===== config.mk =====
export PLATFORM = sky130hd
export DESIGN_NAME = fpr_flash_range_protection
export DESIGN_NICKNAME = d
export VERILOG_FILES = /design/src/hw/fpr_pkg.sv /design/src/hw/fpr_range_dec.sv /design/src/hw/fpr_event_irq.sv /design/src/hw/fpr_flash_range_protection.sv
export VERILOG_INCLUDE_DIRS = /design/src /design/src/hw
export SDC_FILE = /design/constraint.sdc
export NUM_CORES = 1
export LEC_CHECK = 0
export BUFFER_PORTS_ARGS = -buffer_cell sky130_fd_sc_hd__buf_2
export CAP_MARGIN = 5
export CORE_ASPECT_RATIO = 1.2
export CORE_MARGIN = 2
export CORE_UTILIZATION = 45
export DETAILED_ROUTE_END_ITERATION = 8
export MAX_ROUTING_LAYER = met4
export PLACE_DENSITY = 0.79
export SYNTH_ARGS = -nofsm -noshare
export SYNTH_HDL_FRONTEND = slang
export SYNTH_HIERARCHICAL = 1
export SYNTH_SLANG_ARGS = --single-unit

===== constraint.sdc =====
create_clock -name ref_clk_i -period 4.01 [get_ports ref_clk_i]
set_clock_uncertainty 0.15 [all_clocks]
set_input_delay 0.2005 -clock ref_clk_i [delete_from_list [all_inputs] [get_ports ref_clk_i]]
set_output_delay 0.2005 -clock ref_clk_i [all_outputs]
set_load 0.01 [all_outputs]

===== src/hw/fpr_cfg.svh =====
/*
 * Constants of the flash range protection block: register offsets, field
 * positions, reset values, address bounds of the protected ranges.
 * Assumes it is included by bare name from the design and bench modules.
 */
`ifndef FPR_CFG_SVH
`define FPR_CFG_SVH

// register byte offsets on the bus
`define FPR_OFF_CFG 8'h00
`define FPR_OFF_STS 8'h04
`define FPR_OFF_IEN 8'h08
`define FPR_OFF_ICLR 8'h0c
`define FPR_OFF_CMD 8'h10
`define FPR_OFF_W 8

// protection byte fields
`define FPR_POL_BIT 7
`define FPR_SPARE_BIT 6
`define FPR_HDIS_BIT 5
`define FPR_HS_HI 4
`define FPR_HS_LO 3
`define FPR_LDIS_BIT 2
`define FPR_LS_HI 1
`define FPR_LS_LO 0
`define FPR_CFG_RST 8'hff

// command register fields
`define FPR_CMD_ADDR_HI 15
`define FPR_CMD_ERASE_BIT 16
`define FPR_CMD_MASS_BIT 17

// status / interrupt bits
`define FPR_EV_W 2
`define FPR_EV_VIOL 0
`define FPR_EV_LAUNCH 1

// reset-time fetch address of the protection byte
`define FPR_NVM_PROT_ADDR 16'hff0d

// high range starts, all ending at the top of the map
`define FPR_HI_END 16'hffff
`define FPR_HI_START0 16'hf800
`define FPR_HI_START1 16'hf000
`define FPR_HI_START2 16'he000
`define FPR_HI_START3 16'hc000

// low range ends, all starting at the same base
`define FPR_LO_START 16'h4000
`define FPR_LO_END0 16'h41ff
`define FPR_LO_END1 16'h43ff
`define FPR_LO_END2 16'h47ff
`define FPR_LO_END3 16'h4fff

`endif


===== src/hw/fpr_pkg.sv =====
/*
 * Types shared by the flash range protection block.
 * Assumes nothing beyond a SystemVerilog compiler.
 */
package fpr_pkg;
	// load sequence: fetch the protection byte, then normal operation
	typedef enum logic [0:0] {
		FPR_ST_LOAD,
		FPR_ST_RUN
	} fpr_state_t;
endpackage


===== src/hw/fpr_range_dec.sv =====
/*
 * One protection range decoder: tells whether a 16-bit address falls in
 * the enabled high or low range selected by the two-bit size field.
 * Assumes the caller owns polarity; purely combinational.
 */
`timescale 1ns/100ps
`default_nettype none
`include "fpr_cfg.svh"

module fpr_range_dec #(
	parameter bit IS_HIGH = 1'b0
) (
	input wire logic [15:0] addr_i, // address under test
	input wire logic [1:0] size_i, // range size select
	input wire logic dis_i, // range disable, 1 = no range
	output logic hit_o // address inside the enabled range
);
	logic [15:0] lo_bound;
	logic [15:0] hi_bound;

	// bounds per size; the high range is top-anchored, the low one base-anchored
	always_comb begin
		if (IS_HIGH) begin
			hi_bound = `FPR_HI_END;
			unique case (size_i)
				2'h0: lo_bound = `FPR_HI_START0;
				2'h1: lo_bound = `FPR_HI_START1;
				2'h2: lo_bound = `FPR_HI_START2;
				2'h3: lo_bound = `FPR_HI_START3;
			endcase
		end else begin
			lo_bound = `FPR_LO_START;
			unique case (size_i)
				2'h0: hi_bound = `FPR_LO_END0;
				2'h1: hi_bound = `FPR_LO_END1;
				2'h2: hi_bound = `FPR_LO_END2;
				2'h3: hi_bound = `FPR_LO_END3;
			endcase
		end
		hit_o = !dis_i && (addr_i >= lo_bound) && (addr_i <= hi_bound);
	end
endmodule
`default_nettype wire


===== src/hw/fpr_event_irq.sv =====
/*
 * Sticky event status, interrupt enable and write-one-to-clear logic with
 * one level interrupt. Assumes set and write strobes are one-cycle pulses.
 */
`timescale 1ns/100ps
`default_nettype none
`include "fpr_cfg.svh"

module fpr_event_irq (
	input wire logic ref_clk_i, // block clock
	input wire logic reset_n_i, // synchronous reset, active low
	input wire logic [`FPR_EV_W-1:0] set_i, // event pulses
	input wire logic en_we_i, // enable register write strobe
	input wire logic clr_we_i, // clear register write strobe
	input wire logic [`FPR_EV_W-1:0] wdata_i, // write data
	output logic [`FPR_EV_W-1:0] sts_o, // sticky status
	output logic [`FPR_EV_W-1:0] en_o, // interrupt enables
	output logic irq_o // level interrupt, registered
);
	logic [`FPR_EV_W-1:0] sts_r, sts_nxt, en_r, en_nxt;
	logic irq_r, irq_nxt;

	// set wins over a clear in the same cycle so no event is lost
	always_comb begin
		en_nxt = en_we_i ? wdata_i : en_r;
		sts_nxt = (sts_r & ~(clr_we_i ? wdata_i : '0)) | set_i;
		irq_nxt = |(sts_nxt & en_nxt);
	end

	// registers only
	always_ff @(posedge ref_clk_i) begin
		if (!reset_n_i) begin
			sts_r <= '0;
			en_r <= '0;
			irq_r <= 1'b0;
		end else begin
			sts_r <= sts_nxt;
			en_r <= en_nxt;
			irq_r <= irq_nxt;
		end
	end

	assign sts_o = sts_r;
	assign en_o = en_r;
	assign irq_o = irq_r;
endmodule
`default_nettype wire


===== src/hw/fpr_flash_range_protection.sv =====
/*
 * Flash range protection: holds the protection byte, loads it from flash
 * at reset, gates software writes field by field, and checks program and
 * erase commands against the protected ranges. AHB-Lite register slave.
 * Assumes one 10 MHz clock, synchronous inputs, word-only bus transfers,
 * and a flash reader that answers the reset-time fetch with a valid pulse.
 */
// Our own choices: the AHB-Lite interface to the registers and the placing of the registers.
`timescale 1ns/100ps
`default_nettype none
`include "fpr_cfg.svh"

module fpr_flash_range_protection (
	input wire logic ref_clk_i, // 10 MHz block clock
	input wire logic reset_n_i, // synchronous reset, active low
	input wire logic hsel_i, // AHB slave select
	input wire logic [31:0] haddr_i, // AHB address
	input wire logic [1:0] htrans_i, // AHB transfer type
	input wire logic hwrite_i, // AHB write
	input wire logic [2:0] hsize_i, // AHB size, word only
	input wire logic [31:0] hwdata_i, // AHB write data
	input wire logic hready_i, // AHB bus ready
	output logic hreadyout_o, // AHB slave ready
	output logic hresp_o, // AHB response, always okay
	output logic [31:0] hrdata_o, // AHB read data
	output logic nvm_rd_o, // fetch request of the protection byte
	output logic [15:0] nvm_addr_o, // flash address of the fetch
	input wire logic [7:0] nvm_rdata_i, // fetched byte
	input wire logic nvm_rvalid_i, // fetched byte valid
	output logic cmd_launch_o, // pulse: accepted command to the controller
	output logic [15:0] cmd_addr_o, // target address of the command
	output logic cmd_erase_o, // 1 erase, 0 program
	output logic cmd_mass_o, // mass erase
	output logic [7:0] prot_config_o, // current protection byte
	output logic irq_o // level interrupt
);
	fpr_pkg::fpr_state_t state_r, state_nxt;
	logic [7:0] cfg_r, cfg_nxt;
	logic nvm_rd_r, nvm_rd_nxt;
	logic dp_we_r, dp_we_nxt;
	logic [`FPR_OFF_W-1:0] dp_addr_r, dp_addr_nxt;
	logic [31:0] hrdata_r, hrdata_nxt;
	logic launch_r, launch_nxt, erase_r, erase_nxt, mass_r, mass_nxt;
	logic [15:0] caddr_r, caddr_nxt;
	logic [`FPR_EV_W-1:0] sts, ien, ev_set;
	logic ap_sel, cfg_we, cmd_go, ien_we, iclr_we;
	logic high_hit, low_hit, range_hit, prot_hit, fully_open, refuse;
	logic [7:0] wv;

	// address phase is taken when the bus is ready and a transfer is valid
	assign ap_sel = hsel_i && hready_i && htrans_i[1];
	assign wv = hwdata_i[7:0];
	assign cfg_we = dp_we_r && (dp_addr_r == `FPR_OFF_CFG) && (state_r == fpr_pkg::FPR_ST_RUN);
	assign ien_we = dp_we_r && (dp_addr_r == `FPR_OFF_IEN);
	assign iclr_we = dp_we_r && (dp_addr_r == `FPR_OFF_ICLR);
	assign cmd_go = dp_we_r && (dp_addr_r == `FPR_OFF_CMD) && (state_r == fpr_pkg::FPR_ST_RUN);

	// range decoders look at the address written with the command
	fpr_range_dec #(.IS_HIGH(1'b1)) u_high (
		.addr_i(hwdata_i[`FPR_CMD_ADDR_HI:0]),
		.size_i(cfg_r[`FPR_HS_HI:`FPR_HS_LO]),
		.dis_i(cfg_r[`FPR_HDIS_BIT]),
		.hit_o(high_hit)
	);
	fpr_range_dec #(.IS_HIGH(1'b0)) u_low (
		.addr_i(hwdata_i[`FPR_CMD_ADDR_HI:0]),
		.size_i(cfg_r[`FPR_LS_HI:`FPR_LS_LO]),
		.dis_i(cfg_r[`FPR_LDIS_BIT]),
		.hit_o(low_hit)
	);

	// polarity swaps whether a range hit means protected or open;
	// with polarity zero and no enabled range nothing is open at all
	always_comb begin
		range_hit = high_hit || low_hit;
		prot_hit = cfg_r[`FPR_POL_BIT] ? range_hit : !range_hit;
		fully_open = cfg_r[`FPR_POL_BIT] && cfg_r[`FPR_HDIS_BIT] && cfg_r[`FPR_LDIS_BIT];
		// an open violation flag also blocks any new launch
		refuse = (hwdata_i[`FPR_CMD_MASS_BIT] ? !fully_open : prot_hit) || sts[`FPR_EV_VIOL];
		ev_set = '0;
		ev_set[`FPR_EV_VIOL] = cmd_go && refuse;
		ev_set[`FPR_EV_LAUNCH] = cmd_go && !refuse;
	end

	// load sequence and protection byte next values
	always_comb begin
		state_nxt = state_r;
		cfg_nxt = cfg_r;
		nvm_rd_nxt = 1'b0;
		unique case (state_r)
			fpr_pkg::FPR_ST_LOAD: begin
				nvm_rd_nxt = !nvm_rvalid_i;
				if (nvm_rvalid_i) begin
					cfg_nxt = nvm_rdata_i;
					state_nxt = fpr_pkg::FPR_ST_RUN;
				end
			end
			fpr_pkg::FPR_ST_RUN: begin
				if (cfg_we) begin
					// polarity only ever goes from one to zero
					cfg_nxt[`FPR_POL_BIT] = cfg_r[`FPR_POL_BIT] && wv[`FPR_POL_BIT];
					cfg_nxt[`FPR_HDIS_BIT] = wv[`FPR_HDIS_BIT];
					cfg_nxt[`FPR_LDIS_BIT] = wv[`FPR_LDIS_BIT];
					// sizes are frozen once their range is enabled
					if (cfg_r[`FPR_HDIS_BIT]) begin
						cfg_nxt[`FPR_HS_HI:`FPR_HS_LO] = wv[`FPR_HS_HI:`FPR_HS_LO];
					end
					if (cfg_r[`FPR_LDIS_BIT]) begin
						cfg_nxt[`FPR_LS_HI:`FPR_LS_LO] = wv[`FPR_LS_HI:`FPR_LS_LO];
					end
				end
			end
		endcase
	end

	always_ff @(posedge ref_clk_i) begin
		if (!reset_n_i) begin
			state_r <= fpr_pkg::FPR_ST_LOAD;
			cfg_r <= `FPR_CFG_RST;
			nvm_rd_r <= 1'b0;
		end else begin
			state_r <= state_nxt;
			cfg_r <= cfg_nxt;
			nvm_rd_r <= nvm_rd_nxt;
		end
	end

	// bus slave: zero wait states; read data is latched at the address phase,
	// so a read right behind a write to the same register sees the old value
	always_comb begin
		dp_we_nxt = ap_sel && hwrite_i;
		dp_addr_nxt = ap_sel ? haddr_i[`FPR_OFF_W-1:0] : dp_addr_r;
		hrdata_nxt = hrdata_r;
		if (ap_sel && !hwrite_i) begin
			unique case (haddr_i[`FPR_OFF_W-1:0])
				`FPR_OFF_CFG: hrdata_nxt = {24'h0, cfg_r};
				`FPR_OFF_STS: hrdata_nxt = {30'h0, sts};
				`FPR_OFF_IEN: hrdata_nxt = {30'h0, ien};
				`FPR_OFF_CMD: hrdata_nxt = {14'h0, mass_r, erase_r, caddr_r};
				default: hrdata_nxt = 32'h0;
			endcase
		end
	end

	always_ff @(posedge ref_clk_i) begin
		if (!reset_n_i) begin
			dp_we_r <= 1'b0;
			dp_addr_r <= '0;
			hrdata_r <= 32'h0;
		end else begin
			dp_we_r <= dp_we_nxt;
			dp_addr_r <= dp_addr_nxt;
			hrdata_r <= hrdata_nxt;
		end
	end

	// command hand-off: only commands that pass the check raise the launch; address and type follow every command write
	always_comb begin
		launch_nxt = cmd_go && !refuse;
		caddr_nxt = caddr_r;
		erase_nxt = erase_r;
		mass_nxt = mass_r;
		if (cmd_go) begin
			caddr_nxt = hwdata_i[`FPR_CMD_ADDR_HI:0];
			erase_nxt = hwdata_i[`FPR_CMD_ERASE_BIT];
			mass_nxt = hwdata_i[`FPR_CMD_MASS_BIT];
		end
	end

	always_ff @(posedge ref_clk_i) begin
		if (!reset_n_i) begin
			launch_r <= 1'b0;
			caddr_r <= 16'h0;
			erase_r <= 1'b0;
			mass_r <= 1'b0;
		end else begin
			launch_r <= launch_nxt;
			caddr_r <= caddr_nxt;
			erase_r <= erase_nxt;
			mass_r <= mass_nxt;
		end
	end

	fpr_event_irq u_evt (
		.ref_clk_i(ref_clk_i),
		.reset_n_i(reset_n_i),
		.set_i(ev_set),
		.en_we_i(ien_we),
		.clr_we_i(iclr_we),
		.wdata_i(hwdata_i[`FPR_EV_W-1:0]),
		.sts_o(sts),
		.en_o(ien),
		.irq_o(irq_o)
	);

	// outputs straight from flops or tied to constants
	assign hreadyout_o = 1'b1; // zero wait states, ready never drops
	assign hresp_o = 1'b0;
	assign hrdata_o = hrdata_r;
	assign nvm_rd_o = nvm_rd_r;
	assign nvm_addr_o = `FPR_NVM_PROT_ADDR;
	assign cmd_launch_o = launch_r;
	assign cmd_addr_o = caddr_r;
	assign cmd_erase_o = erase_r;
	assign cmd_mass_o = mass_r;
	assign prot_config_o = cfg_r;
endmodule
`default_nettype wire


==> results by group <==
Yosys
  • Top FF cell, synth: dfxtp_1
  • Synth area leaders: dfxtp_1 39%, buf_4 7.6%, a21oi_1 4.8%, nand4_1 4.4%, o31ai_1 4.3%
  • Netlist Area Pre-Place: 3150 µm²
  • Syn Area/Cell: 9.20 µm²
  • Most common cell in the netlist: dfxtp_1
  • Seq/Total Area, Yosys: 38.8%
  • EDFF count, synth: 0
  • Synth warn: 6
  • FF+latch count, synth: 61
  • Async set or reset register ratio after synthesis: 0%
  • Count of distinct cell types in the synthesized netlist: 60
  • Post-synth top area share: 38.8%
  • Commonest cells in the netlist: 61 x dfxtp_1, 32 x buf_4, 30 x a21oi_1
  • Mapped Cells: 342
  • Largest area contributor in the netlist: dfxtp_1

Clock network
  • # Post-CTS Setup Buffers: 0
  • CTS tree: built
  • Clock sinks: 61
  • Cts repair resizes: 0
  • TritonCTS buffer count: 9
  • Worst-path clk slew: 70 ps
  • CTS max path bufs: 2
  • Worst-skew pair later-pin latency: 330 ps
  • H-tree Lvls: 3
  • Root Buffer: clkbuf_8

Pwr
  • Peak supply drop: 0.252 mV
  • Combinational fraction of design power: 13.7%
  • Internal: 0.000990 W
  • Part of the power in registers: 47.0%
  • Pwr per Cell Area: 346 nW/µm²
  • Pwr Total: 0.00135 W
  • Clock Power Share: 39.3%
  • Net Sw Frac: 26.9%
  • Leak Pwr: 1.69 nW
  • P_sw: 0.000364 W

Floorplanning
  • Core Area: 6810 µm²
  • Io pins: 162
  • Die X: 80.4 µm
  • Die area: 7680 µm²
  • Std-Cell Rows: 33
  • Initial Util: 46.2%
  • Die Y-Extent: 95.6 µm

Routing
  • Pre-antenna DRT Iters: 5
  • DR top layer: met4
  • ANT nets after route: 0
  • Met1 WL: 3.55 mm
  • Routed wl met2: 4.21 mm
  • Residual DRC: 0
  • Via Count: 3079
  • DR vias/cell: 5.80
  • Iter 0 DRT Violations: 261
  • Metal3 WL: 618 µm
  • WL per Instance: 16.3 µm
  • Routed wire length: 8.66 mm

Timing
  • Setup tns final: 0 ps
  • Fmax: 351 MHz
  • Pin slew with the least headroom to its limit: 1010 ps
  • Final worst path period share: 71.1%
  • Slack of the critical path: 1160 ps
  • WHS: 17.7 ps
  • Final Hold Viols: 0
  • Worst slew margin: 32.6%
  • Post-route minimum period: 2850 ps
  • Max Slew Vio Count: 0
  • # setup viols final: 0
  • RSZ-0062 raised after global routing: no

Worst hold path
  • HP Class: in -> reg
  • Hold_sp: nvm_rdata_i[5]

Global routing
  • GRT Total Usage: 23.4%
  • First-pass GRT wire length: 13.4 mm
  • Largest net degree at the start of global routing: 35
  • GR Overflow Total: 0
  • Vias in the first global route: 2758
  • Antenna violations before repair: 0

Worst setup path
  • Critical Path AT: 2940 ps
  • CP Max Fanout: 7
  • Critical Path RT: 4100 ps
  • Setup crit end kind: flop
  • Reg2Reg Launch Point: prot_config_o[1]$_SDFFE_PN1P_
  • Worst Setup SP: prot_config_o[1]$_SDFFE_PN1P_
  • Kind of critical path: reg -> reg
  • Crit path launch type: flop

Placed design
  • Dpl ws: 1250 ps
  • Dpl hpwl: 5.98 mm
  • GPL Wtd Cong: 0.878
  • IO Port Bufs: 87

Cells and area
  • Layout area overhead: 24.2%
  • Final nets: 528
  • Share of cells above drive strength 1: 26.6%
  • Antenna diode count: 0

Flow run
  • MaxCap Viol Count: 0

Outcome
  • Status: finished, final reports clean
==> logic make-up (layout without fill, tap and decap cells) <==
kind of cell / Yosys count / in the layout / share of synthesized area (%)
and+or+nand+nor: 102 / 102 / 20.2
AOI/OAI and AO/OA: 95 / 95 / 22.4
buffers and inverters: 64 / 136 / 11.8
DFF: 61 / 61 / 38.8
muxes: 11 / 11 / 3.86
adders and majority gates: 7 / 7 / 2.70
other: 2 / 32 / 0.239
==> worst max-delay path: stages, from the launching register on <==
cell	delay [ps]
dfxtp_1	500
inv_1	80
ha_1	300
a21o_1	190
a21o_1	190
a2111oi_2	420
nor3_1	90
o31a_1	300
nor3_1	200
a21oi_1	80
o32ai_1	260
==> sequential cells by signal (all words and copies together), names as in the netlist, 2 cells and up <==
signal,flops
prot_config_o,8
u_evt/sts_o,2
dp_addr_r,8
hrdata_o,18
cmd_addr_o,16
u_evt/en_o,2
==> per-stage QoR <==
stage                     util, %  cell area (µm²)  cells
final                        57.4             3910    531
after global routing         57.4             3910    531
after CTS                    57.4             3910    531
after detailed placement     51.2             3490    492
after global placement       51.2             3490    492
after floorplan                 -             3260    372
==> layout make-up <==
type	count	area, µm²
multi-input combinational	247	1680
tap	87	109
clock buffer	11	141
clock inverter	5	50.0
sequential	61	1220
inverter	8	30.0
timing repair buffer	112	681
fill	623	2900
==> cell usage in the layout, fill, tap and decap left out, types with 4 or more instances in the layout <==
master / instances
nor2_1: 12
nor3_1: 4
inv_1: 7
dfxtp_1: 61
clkbuf_8: 10
nor4bb_1: 4
a21o_1: 4
a21oi_1: 30
a32o_1: 11
buf_2: 87
nand2_1: 27
nand4_1: 22
a22o_1: 6
o31ai_1: 18
mux2_1: 7
clkinv_2: 4
conb_1: 32
dlygate4sd3_1: 23
nand3_1: 7
ha_1: 6
==> power by group through the flow <==
stage | Sequential [W] | Combinational, W | Clock (W)
final | 0.000636 | 0.000185 | 0.000532
after global routing | 0.000637 | 0.000201 | 0.000569
after CTS | 0.000635 | 0.000182 | 0.000545
after detailed placement | 0.000649 | 0.000163 | 0
after global placement | 0.000648 | 0.000158 | 0
after floorplan | 0.000645 | 0.000124 | 0
==> repair_timing <==
item / 4_1_cts / 5_1_grt
endpoints found under the setup margin: 0 / 0
hold buffers: 23 / 0
endpoints found under the hold margin: 25 / 0
==> worst paths after layout <==
| path | end | slack, ps | cells after the start |
|---|---|---|---|
| max | u_evt/irq_o$_SDFF_PN0_ | 1160 | 10 |
| min | prot_config_o[5]$_SDFFE_PN1P_ | 20 | 3 |
| max reg2reg | u_evt/irq_o$_SDFF_PN0_ | 1160 | 10 |
| min reg2reg | hrdata_o[13]$_SDFFE_PN0P_ | 310 | 1 |
==> per-layer routing <==
metal | vias up | GRT usage (%)
met5 | - | -
met4 | 0 | 10.3
met3 | 28 | 4.64
met2 | 152 | 37.7
met1 | 1460 | 28.3
li1 | 1439 | -
Note: power is estimated with default switching activity, not from simulation.
